### src/acl_regs.vh
// Constants for the access control entry action unit
// Behaviour
// - Mirror enabled: copy every matching frame
// - Mirror copies bypass the rate limiter
// - Mirror setting two-valued, disabled after reset
// - Log enabled: record matching frames, otherwise none
// - Log records omit the trailing check sequence
// - Log only frames shorter than limit, untagged
// - Shutdown enabled: disable the frame's ingress port
// - Shutdown only for frames shorter than limit
// - Readable hit counter, one per matching frame
// - Source filter any: source address ignored
// - Source filter specific: source must equal value
// - Source filter only for ethertype or ARP
// - Redirect matches to chosen port, rate limited; code redirects only entries with cfg_permit clear
// - Rate selection 1 to 16 units, else off
`ifndef ACL_REGS_VH
`define ACL_REGS_VH
`define ACL_MAX_LEN      12'h5ee
`define ACL_FCS_BYTES    3'h4
`define ACL_TAG_BYTES    12'h004
`define ACL_MAX_TAGS     2'h2
`define ACL_SMAC_FIRST   12'h006
`define ACL_SMAC_LAST    12'h00b
`define ACL_ETYPE_POS    12'h00c
`define ACL_TPID_C       16'h8100
`define ACL_TPID_S       16'h88a8
`define ACL_ETYPE_ARP    16'h0806
`define ACL_FT_ANY       2'h0
`define ACL_FT_ETYPE     2'h1
`define ACL_FT_ARP       2'h2
`define ACL_SRC_ANY      1'h0
`define ACL_SRC_SPECIFIC 1'h1
`define ACL_RATE_MIN     5'h01
`define ACL_RATE_MAX     5'h10
`define ACL_FIFO_DEPTH   16
`define ACL_POS_MAX      12'hfff
`endif

### src/acl_entry.v
// Match and action logic of one access control entry
`timescale 1ns/100ps
`include "acl_regs.vh"
module acl_entry #(
	parameter NP = 8,
	parameter PW = 3,
	parameter CW = 32
) (
	input  wire          ref_clk,
	input  wire          srst,
	input  wire          in_valid,
	output wire          in_ready,
	input  wire [7:0]    in_data,
	input  wire          in_sof,
	input  wire          in_eof,
	input  wire [PW-1:0] in_port,
	input  wire          cfg_entry_en,
	input  wire [NP-1:0] cfg_port_mask,
	input  wire [1:0]    cfg_frame_type,
	input  wire [15:0]   cfg_etype,
	input  wire          cfg_permit,
	input  wire          cfg_src_filter,
	input  wire [47:0]   cfg_src_value,
	input  wire          cfg_mirror_en,
	input  wire [PW-1:0] cfg_mirror_port,
	input  wire          cfg_log_en,
	input  wire          cfg_shutdown_en,
	input  wire          cfg_redirect_en,
	input  wire [PW-1:0] cfg_redirect_port,
	input  wire [4:0]    cfg_rate_sel,
	input  wire          cnt_clr,
	input  wire [NP-1:0] shutdown_clr,
	output wire          dec_valid,
	output wire [PW-1:0] dec_port,
	output wire          dec_mirror,
	output wire [PW-1:0] dec_mirror_port,
	output wire          dec_mirror_limit,
	output wire          dec_redirect,
	output wire [PW-1:0] dec_redirect_port,
	output wire          dec_rate_limit_en,
	output wire [4:0]    dec_rate_units,
	output wire [NP-1:0] port_disable,
	output wire [CW-1:0] hit_count,
	output wire          log_valid,
	input  wire          log_ready,
	output wire [7:0]    log_data,
	output wire          log_last,
	output wire          log_drop
);
	reg  [11:0]   pos_reg;
	reg  [11:0]   etpos_reg;
	reg  [1:0]    tags_reg;
	reg  [7:0]    et_hi_reg;
	reg  [15:0]   etype_reg;
	reg           hdr_done_reg;
	reg  [47:0]   smac_reg;
	reg  [PW-1:0] port_reg;
	reg           log_frame_reg;
	reg           mirror_en_reg;
	reg           dec_valid_reg;
	reg  [PW-1:0] dec_port_reg;
	reg           dec_mirror_reg;
	reg  [PW-1:0] dec_mirror_port_reg;
	reg           dec_redirect_reg;
	reg  [PW-1:0] dec_redirect_port_reg;
	reg           dec_rate_en_reg;
	reg  [4:0]    dec_rate_units_reg;
	reg  [NP-1:0] port_disable_reg;
	wire [NP-1:0] port_disable_next;
	reg  [CW-1:0] hit_count_reg;
	reg  [CW-1:0] hit_count_next;

	wire          take;
	wire [11:0]   idx;
	wire [11:0]   etpos;
	wire [1:0]    tags;
	wire [PW-1:0] port_now;
	wire [15:0]   etype_word;
	wire          is_tpid;
	wire          type_ok;
	wire          src_ok;
	wire          match;
	wire [11:0]   frame_len;
	wire          short_frame;
	wire          hit;
	wire          log_frame;
	wire          strip_ready;
	wire          strip_valid;
	wire [7:0]    strip_data;
	wire          strip_last;
	wire          strip_drop;
	wire          fifo_ready;
	wire [9:0]    fifo_out;
	wire [NP-1:0] port_sel;
	wire          shut_set;
	wire          hdr_done;
	genvar        gp;

	// Rate selection is decoded for both the enable and the units field
	function rate_ok;
		input [4:0] sel;
		begin
			rate_ok = (sel >= `ACL_RATE_MIN) && (sel <= `ACL_RATE_MAX);
		end
	endfunction

	// One-hot ingress port, shared by the port mask check and the shutdown set
	function [NP-1:0] port_onehot;
		input [PW-1:0] port;
		begin
			port_onehot = {{(NP-1){1'b0}}, 1'b1} << port;
		end
	endfunction

	// Inputs sample a frame from its first byte, so header state restarts on in_sof
	assign take      = in_valid & in_ready;
	assign idx       = in_sof ? 12'h000 : pos_reg;
	assign etpos     = in_sof ? `ACL_ETYPE_POS : etpos_reg;
	assign tags      = in_sof ? 2'h0 : tags_reg;
	assign port_now  = in_sof ? in_port : port_reg;
	assign log_frame = in_sof ? cfg_log_en : log_frame_reg;

	// Logging stalls the source only for frames that feed the log path
	assign in_ready  = ~log_frame | strip_ready;

	// Type word pairs the held high byte with the byte now on the bus
	assign etype_word = {et_hi_reg, in_data};
	assign is_tpid    = (etype_word == `ACL_TPID_C) | (etype_word == `ACL_TPID_S);

	always @(posedge ref_clk) begin
		if (srst) begin
			pos_reg       <= 12'h000;
			etpos_reg     <= `ACL_ETYPE_POS;
			tags_reg      <= 2'h0;
			et_hi_reg     <= 8'h00;
			etype_reg     <= 16'h0000;
			hdr_done_reg  <= 1'b0;
			smac_reg      <= 48'h0000_0000_0000;
			port_reg      <= {PW{1'b0}};
			log_frame_reg <= 1'b0;
		end else if (take) begin
			pos_reg       <= (idx == `ACL_POS_MAX) ? idx : idx + 12'h001;
			etpos_reg     <= etpos;
			tags_reg      <= tags;
			port_reg      <= port_now;
			log_frame_reg <= log_frame;
			if (in_sof) begin
				hdr_done_reg <= 1'b0;
			end
			if (idx >= `ACL_SMAC_FIRST && idx <= `ACL_SMAC_LAST) begin
				smac_reg <= {smac_reg[39:0], in_data};
			end
			if (idx == etpos) begin
				et_hi_reg <= in_data;
			end
			// Stacked tags move the type field on and do not count toward length
			if (idx == etpos + 12'h001 && !hdr_done_reg) begin
				if (is_tpid && tags != `ACL_MAX_TAGS) begin
					etpos_reg <= etpos + `ACL_TAG_BYTES;
					tags_reg  <= tags + 2'h1;
				end else begin
					etype_reg    <= etype_word;
					hdr_done_reg <= 1'b1;
				end
			end
		end
	end

	// Type class and source address check
	assign type_ok = (cfg_frame_type == `ACL_FT_ANY) |
			((cfg_frame_type == `ACL_FT_ETYPE) & (etype_reg == cfg_etype)) |
			((cfg_frame_type == `ACL_FT_ARP) & (etype_reg == `ACL_ETYPE_ARP));
	assign src_ok  = (cfg_frame_type == `ACL_FT_ANY) |
			(cfg_src_filter == `ACL_SRC_ANY) |
			(smac_reg == cfg_src_value);
	// A first byte that is also the last byte never carries a complete header
	assign hdr_done = hdr_done_reg & ~in_sof;
	assign match   = cfg_entry_en & hdr_done & (|(cfg_port_mask & port_sel)) &
			type_ok & src_ok;

	// Length counts the check sequence but no tags
	assign frame_len   = idx + 12'h001 - {8'h00, tags, 2'b00};
	assign short_frame = (frame_len < `ACL_MAX_LEN);
	assign hit         = take & in_eof & match;

	// Registered enable reads disabled straight out of reset
	always @(posedge ref_clk) begin
		if (srst) begin
			mirror_en_reg <= 1'b0;
		end else begin
			mirror_en_reg <= cfg_mirror_en;
		end
	end

	// One decision carries the mirror, redirect and rate actions of the frame
	always @(posedge ref_clk) begin
		if (srst) begin
			dec_valid_reg         <= 1'b0;
			dec_port_reg          <= {PW{1'b0}};
			dec_mirror_reg        <= 1'b0;
			dec_mirror_port_reg   <= {PW{1'b0}};
			dec_redirect_reg      <= 1'b0;
			dec_redirect_port_reg <= {PW{1'b0}};
			dec_rate_en_reg       <= 1'b0;
			dec_rate_units_reg    <= 5'h00;
		end else begin
			dec_valid_reg <= hit;
			if (hit) begin
				dec_port_reg          <= port_now;
				dec_mirror_reg        <= mirror_en_reg;
				dec_mirror_port_reg   <= cfg_mirror_port;
				dec_redirect_reg      <= cfg_redirect_en & ~cfg_permit;
				dec_redirect_port_reg <= cfg_redirect_port;
				dec_rate_en_reg       <= rate_ok(cfg_rate_sel);
				dec_rate_units_reg    <= rate_ok(cfg_rate_sel) ? cfg_rate_sel : 5'h00;
			end
		end
	end

	// The limiter never touches the mirror copy; it still governs the forwarded frame
	assign dec_valid         = dec_valid_reg;
	assign dec_port          = dec_port_reg;
	assign dec_mirror        = dec_mirror_reg;
	assign dec_mirror_port   = dec_mirror_port_reg;
	assign dec_mirror_limit  = 1'b0;
	assign dec_redirect      = dec_redirect_reg;
	assign dec_redirect_port = dec_redirect_port_reg;
	assign dec_rate_limit_en = dec_rate_en_reg;
	assign dec_rate_units    = dec_rate_units_reg;

	// Shut ports stay down until cleared; a new shutdown wins over a clear
	assign port_sel = port_onehot(port_now);
	assign shut_set = hit & cfg_shutdown_en & short_frame;
	generate
		for (gp = 0; gp < NP; gp = gp + 1) begin : g_shut
			assign port_disable_next[gp] = (shut_set & port_sel[gp]) |
					(port_disable_reg[gp] & ~shutdown_clr[gp]);
		end
	endgenerate

	// A hit in the clearing cycle is kept as the first count
	always @* begin
		hit_count_next = cnt_clr ? {CW{1'b0}} : hit_count_reg;
		if (hit) begin
			hit_count_next = hit_count_next + {{(CW-1){1'b0}}, 1'b1};
		end
	end

	always @(posedge ref_clk) begin
		if (srst) begin
			port_disable_reg <= {NP{1'b0}};
		end else begin
			port_disable_reg <= port_disable_next;
		end
	end

	// The counter wraps silently; software must read it often enough to see turnover
	always @(posedge ref_clk) begin
		if (srst) begin
			hit_count_reg <= {CW{1'b0}};
		end else begin
			hit_count_reg <= hit_count_next;
		end
	end

	assign port_disable = port_disable_reg;
	assign hit_count    = hit_count_reg;

	// Match is known only at the last byte, so the record ends with a keep or drop mark
	acl_fcs_strip u_strip (
		.ref_clk   (ref_clk),
		.srst      (srst),
		.in_valid  (in_valid & log_frame),
		.in_ready  (strip_ready),
		.in_data   (in_data),
		.in_last   (in_eof),
		.in_drop   (~(match & short_frame)),
		.out_valid (strip_valid),
		.out_ready (fifo_ready),
		.out_data  (strip_data),
		.out_last  (strip_last),
		.out_drop  (strip_drop)
	);

	// Limited log storage: a slow log reader back-pressures ingress
	acl_fifo #(
		.WIDTH (10),
		.DEPTH (`ACL_FIFO_DEPTH),
		.AW    (4)
	) u_log_fifo (
		.ref_clk  (ref_clk),
		.srst     (srst),
		.wr_valid (strip_valid),
		.wr_ready (fifo_ready),
		.wr_data  ({strip_drop & strip_last, strip_last, strip_data}),
		.rd_valid (log_valid),
		.rd_ready (log_ready),
		.rd_data  (fifo_out)
	);

	assign log_data = fifo_out[7:0];
	assign log_last = fifo_out[8];
	assign log_drop = fifo_out[9];
endmodule

### src/acl_fifo.v
// Synchronous FIFO with valid and ready on both sides
`timescale 1ns/100ps
module acl_fifo #(
	parameter WIDTH = 10,
	parameter DEPTH = 16,
	parameter AW    = 4
) (
	input  wire             ref_clk,
	input  wire             srst,
	input  wire             wr_valid,
	output wire             wr_ready,
	input  wire [WIDTH-1:0] wr_data,
	output wire             rd_valid,
	input  wire             rd_ready,
	output wire [WIDTH-1:0] rd_data
);
	reg [WIDTH-1:0] mem [0:DEPTH-1];
	reg [AW-1:0]    wptr_reg;
	reg [AW-1:0]    rptr_reg;
	reg [AW:0]      cnt_reg;
	wire            full;
	wire            empty;
	wire            push;
	wire            pop;

	assign full     = (cnt_reg == DEPTH[AW:0]);
	assign empty    = (cnt_reg == {(AW+1){1'b0}});
	assign wr_ready = ~full;
	assign rd_valid = ~empty;
	assign push     = wr_valid & ~full;
	assign pop      = rd_ready & ~empty;
	assign rd_data  = mem[rptr_reg];

	always @(posedge ref_clk) begin
		if (push) begin
			mem[wptr_reg] <= wr_data;
		end
	end

	always @(posedge ref_clk) begin
		if (srst) begin
			wptr_reg <= {AW{1'b0}};
			rptr_reg <= {AW{1'b0}};
			cnt_reg  <= {(AW+1){1'b0}};
		end else begin
			if (push) begin
				wptr_reg <= (wptr_reg == DEPTH[AW-1:0] - 1'b1) ? {AW{1'b0}} : wptr_reg + 1'b1;
			end
			if (pop) begin
				rptr_reg <= (rptr_reg == DEPTH[AW-1:0] - 1'b1) ? {AW{1'b0}} : rptr_reg + 1'b1;
			end
			if (push & ~pop) begin
				cnt_reg <= cnt_reg + 1'b1;
			end else if (pop & ~push) begin
				cnt_reg <= cnt_reg - 1'b1;
			end
		end
	end
endmodule

### src/acl_fcs_strip.v
// Byte delay line that drops the last four bytes of each frame
`timescale 1ns/100ps
`include "acl_regs.vh"
module acl_fcs_strip (
	input  wire       ref_clk,
	input  wire       srst,
	input  wire       in_valid,
	output wire       in_ready,
	input  wire [7:0] in_data,
	input  wire       in_last,
	input  wire       in_drop,
	output wire       out_valid,
	input  wire       out_ready,
	output wire [7:0] out_data,
	output wire       out_last,
	output wire       out_drop
);
	reg  [31:0] hold_reg;
	reg  [2:0]  fill_reg;
	wire        full;
	wire        take;

	// The byte leaving is four behind, so on the last input it is the last payload byte
	assign full      = (fill_reg == `ACL_FCS_BYTES);
	assign out_valid = in_valid & full;
	assign out_data  = hold_reg[31:24];
	assign out_last  = in_last;
	assign out_drop  = in_drop;
	assign in_ready  = out_ready | ~full;
	assign take      = in_valid & in_ready;

	always @(posedge ref_clk) begin
		if (srst) begin
			hold_reg <= 32'h0000_0000;
			fill_reg <= 3'h0;
		end else if (take) begin
			hold_reg <= {hold_reg[23:0], in_data};
			if (in_last) begin
				fill_reg <= 3'h0;
			end else if (!full) begin
				fill_reg <= fill_reg + 3'h1;
			end
		end
	end
endmodule

### config.mk
export PLATFORM = sky130hd
export DESIGN_NAME = acl_entry
export DESIGN_NICKNAME = d
export VERILOG_FILES = /design/src/acl_entry.v /design/src/acl_fifo.v /design/src/acl_fcs_strip.v
export VERILOG_INCLUDE_DIRS = /design/src /design/src/src
export SDC_FILE = /design/constraint.sdc
export NUM_CORES = 1
export LEC_CHECK = 0
export BUFFER_PORTS_ARGS = -buffer_cell sky130_fd_sc_hd__buf_2
export CORE_UTILIZATION = 40
export CTS_BUF_LIST = sky130_fd_sc_hd__clkbuf_8
export CTS_CLUSTER_SIZE = 16
export DETAILED_ROUTE_END_ITERATION = 10
export GPL_ROUTABILITY_DRIVEN = 0
export GPL_TIMING_DRIVEN = 0
export SLEW_MARGIN = 0
export SYNTH_ARGS = -nofsm -noshare
export SYNTH_HDL_FRONTEND = slang
export SYNTH_SLANG_ARGS = --single-unit
export TNS_END_PERCENT = 30
### constraint.sdc
create_clock -name ref_clk -period 6 [get_ports ref_clk]
set_clock_uncertainty 0.05 [all_clocks]
set_input_delay 1.2 -clock ref_clk [delete_from_list [all_inputs] [get_ports ref_clk]]
set_output_delay 1.2 -clock ref_clk [all_outputs]
set_load 0.01 [all_outputs]
==> summary.md <==
| Metric | Value |
|---|---|
| Status | finished with violations |
| Failing checks | design-rule violations |
| Area leader, netlist | edfxtp_1 |
| TNS Setup | 0 ns |
| Synth area leaders | edfxtp_1 29%, dfxtp_1 26%, mux4_2 6.7% |
| Htree depth | 3 |
| Largest net degree at the start of global routing | 23 |
| Seq/Total Area, Yosys | 54.4% |
| Max cap viols | 0 |
| CP delay by family, top | buffers and inverters |
| First-pass GRT wire length | approximately 68 mm |
| Power per cell area | 289 mW/mm^2 |
| Height of the die | approximately 210 microns |
| Element type at the critical path end | flip-flop |
| FF-to-FF setup slack | ~1.9 ns |
| Area fraction of the dominant cell type after synthesis | between 20% and 30% |
| Final WL | 44.4 mm |
| Final ANT Viol Nets | 0 |
| Predominant post-synthesis flop cell | dfxtp_1 |
| Hold Slack | between 0.3 and 0.4 ns |
| Startpoint Class | input port |
| Placeable Area | ~0.04 sq mm |
| Slowest cell on the critical path | a2111oi_0 |
| WL per Instance | between 15 and 20 microns |
| Antenna violations before repair | 1 |
| Share of layout cells above drive strength 1 | 21.8% |
| CTS Buf Count | 67 |
| CP max FO | 16 |
| DR vias | 12,300 |
| DR iter-0 viols | 688 |
| Final Hold Viols | 0 |
| Vias in the first global route | 12,200 |
| CP Buf/Inv Count | 6 |
| Slowest stage delay, CP | 0.53 ns |
| Worst Path Arrival | 5.58 ns |
| Final Max Tran Viols | 0 |
| RSZ-0062 raised after global routing | no |
| Clock root cell | clkbuf_8 |
| Clk Latency, worst-skew pair | 0.62 ns |
| Cell variety after synth | just under 70 |
| Setup violators final | 0 |
| DP Wirelength | about 32 mm |
| P_leak | just under 7 nW |
| Number of enable flip-flop cells after synthesis | 160 |
| GRT Util Overall | 21.1% |
| Std-Cell Rows | 74 |
| Cells after Synth | 1,493 |
| Hold WC Path Type | flip-flop to flip-flop |
| Cts-stage hold buffer count | 0 |
| Top-count cell post-synth | dfxtp_1 |
| CTS tree | built |
| Initial DRT Pass Iterations | 8 |
| Number of remaining DRC errors | 12 |
| Dpl cells | ~2,200 |
| Commonest cells in the netlist | 214 x dfxtp_1, 160 x edfxtp_1, 160 x nor2_1, 147 x nand2_1, 93 x a21oi_1 |
| Area of the multi-input gates | 0.00718 sq mm |
| Rel. slew slack | approximately a quarter |
| Post-Synthesis Cell Area | 0.0167 sq mm |
| Crit Path Class | input port to flip-flop |
| GRT Residual Overflow | 0 |
| Clk slew on worst S/H paths | approximately 0.06 ns |
| Flops & latches, synth | 374 |
| Initial core utilization | between 40% and 50% |
| Clock sinks | 374 |
| Area Growth Syn to Fin | 17.5% |
| Cell Chain, Critical Path | buf_2, buf_2, clkinv_1, clkbuf_1, nand2_1, inv_1, ha_1, clkbuf_1, xnor2_1, ha_1, fa_1, or2_2, o311a_1, a2111oi_0, o21ai_2, a31oi_4 |
| Period utilization | 88.5% |
| Asr flop ratio synth | 0% |
| Fin cells | 2,330 |
| Max VDD drop | roughly 0.00017 V |
| Worst slew pin tran | 1.11 ns |
| # port buffers | 186 |
| DIE WIDTH | ~210 microns |
| Seq. cell area | 0.00909 sq mm |
| Io pins | 189 |
| Worst EP required | 6.26 ns |
| Die area | 0.0426 sq mm |
| Synthesized net count | around 1,600 |
| PnR worst setup slack | between 0.6 and 0.7 ns |
| Final Core Density | 47.9% |
| CTS Buffer Depth | 3 |
| Layout Nets | 1,890 |
| Fmax | 188 MHz |
| Synth Warn # | 0 |
| Setup Buffers After CTS | 0 |
| Max reg flops | 160 |
| Via/cell ratio | 5.28 |
| Worst slack at placement | -1.04 ns |
| Post-Syn Area per Cell | 11.2 sq um |
| Minimum clock period | 5.31 ns |
| Fillers | 3,804 |
cells in the final DEF, fill, tap and decap left out, drive strengths merged, types with 4 or more instances in the layout:
cell type / netlist / layout
nor4: 18 / 18
and3: 13 / 13
mux2i: 84 / 84
xor2: 22 / 22
ha: 19 / 19
clkbuf: 55 / 126
nand4b: 4 / 4
inv: 19 / 40
nor2b: 19 / 19
mux2: 5 / 5
nor2: 160 / 160
dfxtp: 214 / 214
a21o: 8 / 8
a211o: 4 / 4
o21ai: 36 / 36
and2: 10 / 10
nand3: 32 / 32
o211ai: 8 / 8
nand4: 41 / 41
or2: 6 / 6
and3b: 5 / 5
a21oi: 94 / 94
nor3: 27 / 27
o31ai: 4 / 4
buf: 35 / 225
nand2: 148 / 148
xnor2: 92 / 92
a31oi: 7 / 7
a211oi: 15 / 15
mux4: 50 / 50
or3: 18 / 18
edfxtp: 160 / 160
a31o: 5 / 5
clkinv: 1 / 17
nand3b: 10 / 10
nor3b: 7 / 7
power by group:
part / leakage [nW] / internal [W] / switching, W
Clock: 0.719 / 0.00123 / 0.00104
Sequential: 2.97 / 0.00267 / 0.0000318
Combinational: 3.08 / 0.000297 / 0.000401
Total: 6.77 / 0.00420 / 0.00147
metal layers:
metal / GRT usage [%] / wire length, microns / up-vias
li1: - / - / 5917
met1: 28.1 / 19800 / 5982
met2: 34.3 / 21000 / 346
met3: 3.47 / 2310 / 67
met4: 8.09 / 1230 / 0
met5: 0 / 0 / -
cells by family after synthesis:
family | synth area share [%]
xor gates and xnor gates | 5.97
DFF | 54.4
AOI/OAI and AO/OA | 7.33
muxes | 12.1
and+or+nand+nor | 15.7
other | 0.0224
buffers and inverters | 2.83
adders and majority gates | 1.66
what timing repair did:
item / CTS / global route
endpoints found under the setup margin: 16 / 16
resized for setup: 1 / 1
pin swaps: 0 / 0
cell type report:
class | instances | area share [%]
diodes | 1 | 0.0127
flip-flops and latches | 374 | 46.3
clock buffers | 72 | 5.05
plain buffers | 89 | 2.01
repair buffers | 190 | 4.97
inverters | 20 | 0.382
multi-input cells | 1009 | 36.6
clock inverters | 43 | 1.34
well taps | 532 | 3.39
worst paths after layout:
path | cells past startpoint | to | start
setup / recovery | 16 | u_log_fifo.mem[7][9] | in_sof
hold / removal | 2 | u_strip.hold_reg[25] | u_strip.hold_reg[17]
setup reg to reg | 12 | u_log_fifo.mem[7][9] | pos_reg[1]
hold reg to reg | 2 | u_strip.hold_reg[25] | u_strip.hold_reg[17]
stage by stage:
stage / area, sq um / power [W]
floorplan: 16700 / 0.00323
global route: 19600 / 0.00592
finish: 19600 / 0.00567
CTS: 19600 / 0.00574
global placement: 18300 / 0.00345
detailed placement: 18400 / 0.00346
worst reg2reg max path, delay by kind of cell (launching register included):
kind,cells,cell delay [ns]
AND/OR/NAND/NOR,2,0.56
flip-flops,1,0.30
buffers and inverters,2,0.59
XOR/XNOR,1,0.18
AO/OA/AOI/OAI,4,1.33
adder cells (fa/ha/maj),3,0.82
No activity file was read; power rests on OpenSTA's default activity.
